## src/hdl/lrbd_pkg.sv

```systemverilog
// shared constants for the lookup-table memory unit and its routing cell
package lrbd_pkg;
    // memory organisation
    localparam int ADDR_W = 5;
    localparam int DATA_W = 4;
    localparam int DEPTH = 32;
    localparam int BIT_COUNT = 128;
    localparam int LOOKUP_W = 4;
    localparam int DIRECT_W = 8;

    // direct input positions: write address on odd pins, data on even pins (msb first)
    localparam int WADDR_PIN3 = 7;
    localparam int WADDR_PIN2 = 5;
    localparam int WADDR_PIN1 = 3;
    localparam int WADDR_PIN0 = 1;
    localparam int WDATA_PIN3 = 6;
    localparam int WDATA_PIN2 = 4;
    localparam int WDATA_PIN1 = 2;
    localparam int WDATA_PIN0 = 0;

    // routing cell layout: two nibble groups and one control pair
    localparam int BIDIR_BUFFER_W = 10;
    localparam int GROUPS = 3;
    localparam int NIB0_LO = 0;
    localparam int NIB1_LO = 4;
    localparam int PAIR_LO = 8;
    localparam int NIB_W = 4;
    localparam int PAIR_W = 2;

    // direction control bits per group
    localparam int DIR_TO_RIGHT = 0;
    localparam int DIR_TO_LEFT = 1;
    localparam int DIR_CENTRAL = 2;

    // mode codes: code + 1 is the printed mode number; bit set = group decodes
    localparam logic [2:0] MODE_BUFFER = 3'h0;
    localparam logic [2:0] MODE_DECODER = 3'h7;
    localparam int MODE_BIT_NIB0 = 2;
    localparam int MODE_BIT_NIB1 = 1;
    localparam int MODE_BIT_PAIR = 0;

    // unit clock synchroniser reset level
    localparam logic SYNC_RST = 1'h0;
    localparam logic [DATA_W-1:0] DATA_RST = 4'h0;
    localparam logic [ADDR_W-1:0] ADDR_RST = 5'h00;
endpackage

```

## src/hdl/lrbd_routing_cell.sv

```systemverilog
// routing logic cell: ten bidirectional buffers plus and/or decoder
module lrbd_routing_cell (
    input wire logic [lrbd_pkg::BIDIR_BUFFER_W-1:0] leftSideInput,
    input wire logic [lrbd_pkg::BIDIR_BUFFER_W-1:0] rightSideInput,
    input wire logic [lrbd_pkg::BIDIR_BUFFER_W-1:0] centralInput,
    input wire logic [2:0] modeSel,
    input wire logic [lrbd_pkg::GROUPS-1:0][2:0] bufDirCfg,
    input wire logic triInput,
    input wire logic [1:0] triInvert,
    input wire logic [1:0] triDisable,
    input wire logic [1:0] nibbleTriFromDec,
    input wire logic andOrSel,
    input wire logic decInvert,
    input wire logic gateDecWithTri,
    input wire logic constLevel,
    output logic [lrbd_pkg::BIDIR_BUFFER_W-1:0] leftSideOutput,
    output logic [lrbd_pkg::BIDIR_BUFFER_W-1:0] leftSideOutputEn,
    output logic [lrbd_pkg::BIDIR_BUFFER_W-1:0] rightSideOutput,
    output logic [lrbd_pkg::BIDIR_BUFFER_W-1:0] rightSideOutputEn,
    output logic decoderOutput
);
    logic [2:0] isDec;
    logic [2:0] andTerm;
    logic [2:0] gateIn;
    logic decRaw;
    logic [2:0] grpEn;

    // mode decode: each group buffer or decoder independently
    assign isDec[0] = modeSel[lrbd_pkg::MODE_BIT_NIB0];
    assign isDec[1] = modeSel[lrbd_pkg::MODE_BIT_NIB1];
    assign isDec[2] = modeSel[lrbd_pkg::MODE_BIT_PAIR];

    assign andTerm[0] = &centralInput[lrbd_pkg::NIB0_LO +: lrbd_pkg::NIB_W];
    assign andTerm[1] = &centralInput[lrbd_pkg::NIB1_LO +: lrbd_pkg::NIB_W];
    assign andTerm[2] = &centralInput[lrbd_pkg::PAIR_LO +: lrbd_pkg::PAIR_W];

    // three-input gate; a buffering group offers the neutral level
    always_comb begin
        for (int g = 0; g < lrbd_pkg::GROUPS; g++) begin
            gateIn[g] = isDec[g] ? andTerm[g] : andOrSel;
        end
        decRaw = andOrSel ? (&gateIn) : (|gateIn);
    end

    // all-buffer mode gives a constant level; optional tri gating
    always_comb begin
        if (modeSel == lrbd_pkg::MODE_BUFFER) begin
            decoderOutput = constLevel;
        end else if (gateDecWithTri && (modeSel != lrbd_pkg::MODE_DECODER)) begin
            decoderOutput = (decRaw ^ decInvert) & triInput;
        end else begin
            decoderOutput = decRaw ^ decInvert;
        end
    end

    // shared tri control, decoder may steer one nibble instead
    always_comb begin
        for (int g = 0; g < 2; g++) begin
            if (isDec[g]) begin
                grpEn[g] = 1'b0;
            end else if (nibbleTriFromDec[g]) begin
                grpEn[g] = decoderOutput;
            end else if (triDisable[g]) begin
                grpEn[g] = 1'b1;
            end else begin
                grpEn[g] = triInput ^ triInvert[g];
            end
        end
        // pair group cannot float, only decoder use turns it off
        grpEn[2] = ~isDec[2];
    end

    // per-group direction: left to right, right to left, or centre outward
    genvar b;
    generate
        for (b = 0; b < lrbd_pkg::BIDIR_BUFFER_W; b++) begin : g_bidir_buffer
            localparam int GRP = (b < lrbd_pkg::NIB1_LO) ? 0 : ((b < lrbd_pkg::PAIR_LO) ? 1 : 2);
            logic central;
            assign central = bufDirCfg[GRP][lrbd_pkg::DIR_CENTRAL];
            assign rightSideOutput[b] = central ? centralInput[b] : leftSideInput[b];
            assign leftSideOutput[b] = central ? centralInput[b] : rightSideInput[b];
            assign rightSideOutputEn[b] = grpEn[GRP] & bufDirCfg[GRP][lrbd_pkg::DIR_TO_RIGHT];
            assign leftSideOutputEn[b] = grpEn[GRP] & bufDirCfg[GRP][lrbd_pkg::DIR_TO_LEFT];
        end
    endgenerate
endmodule

```

## src/hdl/lrbd_logic_tile.sv

```systemverilog
// logic tile: 32x4 dual-port lookup memory with routing cell for bank select
// What this block does
// - logic unit acts as a 32-word by 4-bit dual-port memory, 128 bits.
// - read address: four lookup inputs low bits, wide-select input is msb.
// - write address: carry input msb, then direct inputs 7,5,3,1 down to lsb.
// - write data on direct inputs 6,4,2,0, input 6 most significant.
// - read data combinational on lookup outputs, registered copy on storage outputs.
// - one write strobe plus two write-port enables control writing.
// - clock, strobe and port-enable polarities configurable; port enables can be disabled.
// - active edge captures data, address, enable; opposite edge writes the array.
// - read port is asynchronous yet safe for write-then-read use.
// - with writes off and contents preloaded the memory is a read-only table.
// - upper write-address bits drive port enables to pick one of four banks.
// - two read-address bits decoded in routing cell enable read-data drivers.
// - optional read enable floats the read-data bus while inactive.
// - ten bidirectional buffers in groups 4,4,2, each with selectable direction.
// - only the two nibble groups can float; the pair group cannot.
// - one shared tri control, invertible or disabled per nibble group.
// - decoder output may float one nibble while shared control drives the other.
// - in all-buffer mode the decoder output is a constant high or low.
// - group and-gates feed a three-input and/or gate, optionally inverted.
// - decoder output may be gated by tri input to enable up to eight buffers.
// - eight modes, each group independently buffer or decoder.
module lrbd_logic_tile #(
    parameter logic [lrbd_pkg::BIT_COUNT-1:0] INIT_CONTENT = 128'h0
) (
    input wire logic clk_sys,
    input wire logic rst_n,
    input wire logic unitClk,
    input wire logic [lrbd_pkg::LOOKUP_W-1:0] lookupInput,
    input wire logic wideSelectInput,
    input wire logic carryInput,
    input wire logic [lrbd_pkg::DIRECT_W-1:0] directInput,
    input wire logic writeStrobeInput,
    input wire logic portEnableA,
    input wire logic portEnableB,
    input wire logic invClk,
    input wire logic invWriteStrobe,
    input wire logic invPortEnableA,
    input wire logic invPortEnableB,
    input wire logic usePortEnableA,
    input wire logic usePortEnableB,
    input wire logic romMode,
    input wire logic [1:0] bankReadAddr,
    input wire logic [lrbd_pkg::NIB_W-1:0] auxNibbleIn,
    input wire logic readEnable,
    input wire logic [lrbd_pkg::BIDIR_BUFFER_W-1:0] leftSideInput,
    input wire logic [lrbd_pkg::BIDIR_BUFFER_W-1:0] rightSideInput,
    input wire logic [2:0] modeSel,
    input wire logic [lrbd_pkg::GROUPS-1:0][2:0] bufDirCfg,
    input wire logic [1:0] triInvert,
    input wire logic [1:0] triDisable,
    input wire logic [1:0] nibbleTriFromDec,
    input wire logic andOrSel,
    input wire logic decInvert,
    input wire logic gateDecWithTri,
    input wire logic constLevel,
    output logic [lrbd_pkg::DATA_W-1:0] lookupOutputEven,
    output logic [lrbd_pkg::DATA_W-1:0] storageOutputEven,
    output logic [lrbd_pkg::BIDIR_BUFFER_W-1:0] leftSideOutput,
    output logic [lrbd_pkg::BIDIR_BUFFER_W-1:0] leftSideOutputEn,
    output logic [lrbd_pkg::BIDIR_BUFFER_W-1:0] rightSideOutput,
    output logic [lrbd_pkg::BIDIR_BUFFER_W-1:0] rightSideOutputEn,
    output logic decoderOutput
);
    logic [lrbd_pkg::DATA_W-1:0] memArray [lrbd_pkg::DEPTH];
    logic ucS1_q;
    logic ucS2_q;
    logic ucPrev_q;
    logic edgeRise;
    logic edgeFall;
    logic activeEdge;
    logic oppEdge;
    logic [lrbd_pkg::ADDR_W-1:0] rdAddr;
    logic [lrbd_pkg::ADDR_W-1:0] wrAddrCur;
    logic [lrbd_pkg::DATA_W-1:0] wrDataCur;
    logic writeOk;
    logic [lrbd_pkg::ADDR_W-1:0] wrAddr_q;
    logic [lrbd_pkg::DATA_W-1:0] wrData_q;
    logic wrEn_q;
    logic [lrbd_pkg::DATA_W-1:0] readData;
    logic [lrbd_pkg::DATA_W-1:0] storage_q;
    logic [lrbd_pkg::BIDIR_BUFFER_W-1:0] centralBus;

    // unit clock comes from outside logic as a pin, so it is synchronised first
    always_ff @(posedge clk_sys or negedge rst_n) begin
        if (!rst_n) begin
            ucS1_q <= lrbd_pkg::SYNC_RST;
            ucS2_q <= lrbd_pkg::SYNC_RST;
            ucPrev_q <= lrbd_pkg::SYNC_RST;
        end else begin
            ucS1_q <= unitClk;
            ucS2_q <= ucS1_q;
            ucPrev_q <= ucS2_q;
        end
    end

    // clock polarity picks which edge is the active one
    assign edgeRise = ucS2_q & ~ucPrev_q;
    assign edgeFall = ~ucS2_q & ucPrev_q;
    assign activeEdge = invClk ? edgeFall : edgeRise;
    assign oppEdge = invClk ? edgeRise : edgeFall;

    assign rdAddr = {wideSelectInput, lookupInput};
    // write address from carry input and odd direct inputs
    assign wrAddrCur = {carryInput, directInput[lrbd_pkg::WADDR_PIN3], directInput[lrbd_pkg::WADDR_PIN2],
                        directInput[lrbd_pkg::WADDR_PIN1], directInput[lrbd_pkg::WADDR_PIN0]};
    // write data from even direct inputs
    assign wrDataCur = {directInput[lrbd_pkg::WDATA_PIN3], directInput[lrbd_pkg::WDATA_PIN2],
                        directInput[lrbd_pkg::WDATA_PIN1], directInput[lrbd_pkg::WDATA_PIN0]};

    // one strobe plus two port enables gate writing
    // strobe and each enabled port enable must be active; bank pick rides on these
    // read-only table ignores every write input
    assign writeOk = ~romMode
                     & (writeStrobeInput ^ invWriteStrobe)
                     & (~usePortEnableA | (portEnableA ^ invPortEnableA))
                     & (~usePortEnableB | (portEnableB ^ invPortEnableB));

    // capture stage on the active edge
    always_ff @(posedge clk_sys or negedge rst_n) begin
        if (!rst_n) begin
            wrAddr_q <= lrbd_pkg::ADDR_RST;
            wrData_q <= lrbd_pkg::DATA_RST;
            wrEn_q <= 1'b0;
        end else if (activeEdge) begin
            wrAddr_q <= wrAddrCur;
            wrData_q <= wrDataCur;
            wrEn_q <= writeOk;
        end
    end

    // array update half a unit-clock cycle later; 32x4 storage
    // reset reloads the configuration contents, a constant, so it stays legal under async reset
    always_ff @(posedge clk_sys or negedge rst_n) begin
        if (!rst_n) begin
            for (int i = 0; i < lrbd_pkg::DEPTH; i++) begin
                memArray[i] <= INIT_CONTENT[i*lrbd_pkg::DATA_W +: lrbd_pkg::DATA_W];
            end
        end else if (oppEdge && wrEn_q) begin
            memArray[wrAddr_q] <= wrData_q;
        end
    end

    assign readData = memArray[rdAddr];
    assign lookupOutputEven = readData;

    // registered read copy on the active edge
    always_ff @(posedge clk_sys or negedge rst_n) begin
        if (!rst_n) begin
            storage_q <= lrbd_pkg::DATA_RST;
        end else if (activeEdge) begin
            storage_q <= readData;
        end
    end
    assign storageOutputEven = storage_q;

    // read data on nibble 0, bank read address on the decoding pair
    assign centralBus = {bankReadAddr, auxNibbleIn, readData};

    // read enable is the shared tri control for the read-data drivers
    lrbd_routing_cell u_routing (
        .leftSideInput(leftSideInput),
        .rightSideInput(rightSideInput),
        .centralInput(centralBus),
        .modeSel(modeSel),
        .bufDirCfg(bufDirCfg),
        .triInput(readEnable),
        .triInvert(triInvert),
        .triDisable(triDisable),
        .nibbleTriFromDec(nibbleTriFromDec),
        .andOrSel(andOrSel),
        .decInvert(decInvert),
        .gateDecWithTri(gateDecWithTri),
        .constLevel(constLevel),
        .leftSideOutput(leftSideOutput),
        .leftSideOutputEn(leftSideOutputEn),
        .rightSideOutput(rightSideOutput),
        .rightSideOutputEn(rightSideOutputEn),
        .decoderOutput(decoderOutput)
    );

    // checks on capture, write, read and routing behaviour
    property p_capture;
        @(posedge clk_sys) disable iff (!rst_n)
        activeEdge && writeOk |=> wrEn_q && (wrAddr_q == $past(wrAddrCur)) && (wrData_q == $past(wrDataCur));
    endproperty
    a_capture: assert property (p_capture) else $error("write capture missed");

    property p_arrayWrite;
        @(posedge clk_sys) disable iff (!rst_n)
        oppEdge && wrEn_q |=> memArray[$past(wrAddr_q)] == $past(wrData_q);
    endproperty
    a_arrayWrite: assert property (p_arrayWrite) else $error("array not updated on opposite edge");

    property p_romIgnores;
        @(posedge clk_sys) disable iff (!rst_n)
        romMode && activeEdge |=> !wrEn_q;
    endproperty
    a_romIgnores: assert property (p_romIgnores) else $error("write armed in read-only mode");

    property p_portGate;
        @(posedge clk_sys) disable iff (!rst_n)
        activeEdge && usePortEnableA && (portEnableA == invPortEnableA) |=> !wrEn_q;
    endproperty
    a_portGate: assert property (p_portGate) else $error("inactive port enable allowed a write");

    property p_asyncRead;
        @(posedge clk_sys) disable iff (!rst_n)
        oppEdge && wrEn_q && (rdAddr == wrAddr_q)
            |=> (rdAddr != $past(rdAddr)) || (lookupOutputEven == $past(wrData_q));
    endproperty
    a_asyncRead: assert property (p_asyncRead) else $error("combinational read mismatch");

    property p_regRead;
        @(posedge clk_sys) disable iff (!rst_n)
        activeEdge ##1 !activeEdge[*2] |-> storageOutputEven == $past(readData, 2);
    endproperty
    a_regRead: assert property (p_regRead) else $error("registered read copy wrong");

    property p_readFloat;
        @(posedge clk_sys) disable iff (!rst_n)
        !readEnable && !triDisable[0] && !triInvert[0] && !nibbleTriFromDec[0]
            |-> (leftSideOutputEn[3:0] == 4'h0) && (rightSideOutputEn[3:0] == 4'h0);
    endproperty
    a_readFloat: assert property (p_readFloat) else $error("read bus driven while disabled");

    property p_pairNoFloat;
        @(posedge clk_sys) disable iff (!rst_n)
        !modeSel[lrbd_pkg::MODE_BIT_PAIR] && bufDirCfg[2][lrbd_pkg::DIR_TO_RIGHT]
            |-> rightSideOutputEn[9:8] == 2'h3;
    endproperty
    a_pairNoFloat: assert property (p_pairNoFloat) else $error("pair group floated");

    property p_constDec;
        @(posedge clk_sys) disable iff (!rst_n)
        modeSel == lrbd_pkg::MODE_BUFFER |-> decoderOutput == constLevel;
    endproperty
    a_constDec: assert property (p_constDec) else $error("constant decoder level wrong");

    // an inactive strobe must leave the capture disarmed
    property p_strobeGate;
        @(posedge clk_sys) disable iff (!rst_n)
        activeEdge && (writeStrobeInput == invWriteStrobe) |=> !wrEn_q;
    endproperty
    a_strobeGate: assert property (p_strobeGate) else $error("inactive write strobe allowed a write");

    // a bank whose second port enable is off must not accept the word
    property p_bankGate;
        @(posedge clk_sys) disable iff (!rst_n)
        activeEdge && usePortEnableB && (portEnableB == invPortEnableB) |=> !wrEn_q;
    endproperty
    a_bankGate: assert property (p_bankGate) else $error("unselected bank accepted a write");

    // the registered copy moves only on an active unit clock edge
    property p_regHold;
        @(posedge clk_sys) disable iff (!rst_n)
        !activeEdge |=> $stable(storageOutputEven);
    endproperty
    a_regHold: assert property (p_regHold) else $error("registered read copy moved off its edge");

    // a nibble steered by the decoder follows the decoder output
    property p_nibbleFromDec;
        @(posedge clk_sys) disable iff (!rst_n)
        nibbleTriFromDec[1] && !modeSel[lrbd_pkg::MODE_BIT_NIB1] && bufDirCfg[1][lrbd_pkg::DIR_TO_RIGHT]
            |-> rightSideOutputEn[7:4] == {4{decoderOutput}};
    endproperty
    a_nibbleFromDec: assert property (p_nibbleFromDec) else $error("decoder did not steer nibble one");
endmodule

```

## config.mk

```make
export PLATFORM = sky130hd
export DESIGN_NAME = lrbd_logic_tile
export DESIGN_NICKNAME = d
export VERILOG_FILES = /design/src/hdl/lrbd_pkg.sv /design/src/hdl/lrbd_routing_cell.sv /design/src/hdl/lrbd_logic_tile.sv
export SDC_FILE = /design/constraint.sdc
export NUM_CORES = 1
export LEC_CHECK = 0
export BUFFER_PORTS_ARGS = -buffer_cell sky130_fd_sc_hd__buf_2
export CAP_MARGIN = 20
export CORE_MARGIN = 3
export CORE_UTILIZATION = 57
export DETAILED_ROUTE_END_ITERATION = 10
export PLACE_DENSITY = 0.82
export SYNTH_ARGS = -nofsm -noshare
export SYNTH_HDL_FRONTEND = slang
export SYNTH_HIERARCHICAL = 1
export SYNTH_SLANG_ARGS = --single-unit
export TNS_END_PERCENT = 1
```

## constraint.sdc

```tcl
create_clock -name clk_sys -period 5.3 [get_ports clk_sys]
set_clock_uncertainty 0.15 [all_clocks]
set_input_delay 1.325 -clock clk_sys [delete_from_list [all_inputs] [get_ports clk_sys]]
set_output_delay 1.325 -clock clk_sys [all_outputs]
set_load 0.02 [all_outputs]
```

==> impl_metrics.yaml <==
outcome:
  run_status: "complete, but fails checks"
  violations: "setup timing"
floorplan:
  core_um2: 12300
  fp.dieH_um: 119
  dieArea_um2: 14200
  fp-row-count: 40
  die_width_um: 119
  start_util_pct: 59.7
  pin_count: 125
yosys:
  synth_fa_ha_area_share_pct: 0
  yosys.area_share.simple_pct: 7.01
  synthesis.nets: 685
  ys_ff_latch: 145
  synth-xor-area-share_pct: 0.598
  synth_top_family_by_area: "multiplexers"
  yosysMostFrequentCell: "dfrtp_1"
  ys_warn_count: 6
  syn_avg_cell_area_um2: 12.0
  syn_inst: 609
  synth_mux_area_share_pct: 30.5
  synth_top_area_cell: "dfrtp_1"
  postSynth.asyncResetShare_pct: 100
  ys_types: 43
  synth-compound-area-share_pct: 7.50
  yosysTopAreaCellShare_pct: 49.6
  netlist_area_um2: 7320
  synth-edff-count: 0
  ys_seq_area_share_pct: 49.6
  synthFlopType: "dfrtp_1"
  synth.top_cells.by_count: "dfrtp_1, mux2_2, mux2i_1"
  synthTopCellsByArea: "dfrtp_1, mux2_2, mux2i_1"
clock_tree:
  cts_hold_buf: 0
  cts.sinks: 145
  cts_made_buffers: 17
  clkTransAtPathRegs_ns: 0.06
  cts-root-buf: "clkbuf_16"
  htreeDepth: 4
  cts_max_path_buffers: 2
  tritoncts: "built"
  clk_latency_ns: 0.43
routing:
  drtPass1Iterations: 5
  ant_nets: 0
  wl_per_cell_um: 21.2
  drt_first_iter_violations: 466
  routed_wl_mm: 19.3
  vias: 5402
  viasPerCell: 5.93
  post-route-drc-count: 0
setup_path:
  rrSetupSlack_ns: 2.68
  criticalPathCategory: "in -> out"
  worstRegToRegCells: 6
  worstPathMaxFanout: 16
  required_ns: 3.83
  cp-start-kind: "primary input"
  crit_path_end_kind: "primary output"
  worstReg2RegEnd: "memArray[79]"
  cp.arrival_ns: 4.07
  r2r-start: "ucS2_q"
layout:
  multi_input_area_um2: 3500
  syn2layout_area_growth_pct: 23.3
  seq_area_um2: 3630
  fillers: 816
  final_nets: 806
  finish.utilization_pct: 73.6
  drive_above_1_share_pct: 47.2
  num_antenna_cells: 0
worst_hold_path:
  hp-start: "ucS1_q"
  worstHoldPathCells: 0
  holdPathEnd: "ucS2_q"
  min_path_type: "reg -> reg"
timing:
  finalSetupTns_ns: -4.00
  max_slew_margin_pct: 26.0
  max_freq_ghz: 0.180
  setup_ws_ns: -0.247
  period_minus_slack_ns: 5.55
  worstMarginPinSlew_ns: 1.11
  finalHoldViolations: 0
  drv_slew: 0
  hold_ws_ns: 0.200
  setup_violations: 17
  rsz0062_at_grt: "true"
  finalCritPeriodShare_pct: 105
flow_run:
  maxCapViolations: 0
grt:
  grt_max_degree: 106
  grt_pass1_vias: 5731
  track_usage_pct: 27.4
  grt-ovfl-total: 0
  grt_pass1_wl_mm: 30.3
  antenna_found_initial: 0
pwr:
  powerDensity_nw_per_um2: 328
  power_mw: 2.96
  ir_drop_v: 0.000360
  cellLeakagePower_nw: 4.52
placement:
  dp_hpwl_mm: 13.3
  dp_slack_ns: -0.260
  gp_congestion: 0.965
  numPortBuffers: 124
## repair_timing
item / 4_1_cts / 5_1_grt
gates resized for setup: 17 / 7
pin swaps: 3 / 2
setup buffers: 1 / 0
endpoints found under the setup margin: 17 / 17
gates cloned: 0 / 0
## power by group
| part | total [mW] | internal (mW) | switching (mW) |
|---|---|---|---|
| combinational | 0.538 | 0.243 | 0.295 |
| sequential | 1.30 | 1.21 | 0.0954 |
| clock | 1.12 | 0.655 | 0.468 |
| total | 2.96 | 2.11 | 0.858 |
## per-stage QoR
| stage | area [µm²] | cells |
|---|---|---|
| 2_1_floorplan | 7430 | 609 |
| 3_3_place_gp | 8300 | 875 |
| 3_5_place_dp | 8300 | 875 |
| 4_1_cts | 8920 | 908 |
| 5_1_grt | 9020 | 911 |
| 6_report | 9020 | 911 |
## worst max-delay path by stage
stage          slack, ns      startpoint                    to
5_1_grt            -0.38  lookupInput[2]   leftSideOutputEn[2]
3_5_place_dp       -0.26  lookupInput[2]   leftSideOutputEn[4]
6_report           -0.25  lookupInput[0]  rightSideOutputEn[5]
3_3_place_gp       -0.09  lookupInput[0]   leftSideOutputEn[4]
4_1_cts            -0.21  lookupInput[2]   leftSideOutputEn[4]
2_1_floorplan      0.001  lookupInput[2]   leftSideOutputEn[5]
## routing by layer
| layer | vias up | track usage [%] | part of all wire [%] |
|---|---|---|---|
| li1 | 2416 | - | - |
| met1 | 2728 | 33.7 | 40 |
| met2 | 202 | 44.9 | 51 |
| met3 | 56 | 6.51 | 5.8 |
| met4 | 0 | 14.7 | 3.7 |
| met5 | - | 0 | 0 |
## placed cells by master, fill, tap and decap left out, types with 3 or more instances in the layout
cell,count
nand2_1,21
clkbuf_16,17
mux2i_1,64
nor2_1,18
nand2b_1,9
o21ai_0,22
dfrtp_1,145
buf_16,3
clkinv_2,3
nor3_1,10
mux2_4,4
buf_4,29
buf_12,9
a22oi_2,7
inv_1,25
buf_2,109
a21oi_4,4
a22oi_1,25
a21oi_1,20
xnor2_1,5
nor4_4,4
or3_1,5
clkinvlp_4,8
nor2b_1,4
mux2_2,136
## flip-flops by register name (all words and copies together) (netlist names)
register and flops:
memArray 128, wrAddr_q 5, storageOutputEven 4, wrData_q 4, ucPrev_q 1, ucS1_q 1, ucS2_q 1, wrEn_q 1
## final cells by class
class,count,share of cell area [%]
sequential,145,40.2
inverter,25,1.04
clock inverter,13,1.26
timing repair buffer,151,11.5
tap,168,2.33
multi-input combinational,390,38.7
clock buffer,19,4.91
## critical path, stage by stage
cell	delay [ns]
buf_2	0.12
buf_4	0.13
nor2b_1	0.14
buf_12	0.16
a22oi_1	0.26
a21oi_1	0.15
nor4_4	0.32
nand4_1	0.26
o21ai_2	0.21
a311o_1	0.17
and4_4	0.25
o22ai_4	0.08
buf_12	0.15
a21oi_4	0.15
buf_4	0.17
## cells by family after synthesis
logic type | count (synthesis)
mux | 204
flops | 145
simple gates | 94
compound gates | 87
buf+inv | 74
xor+xnor | 5
No activity file was read; power rests on OpenSTA's default activity.
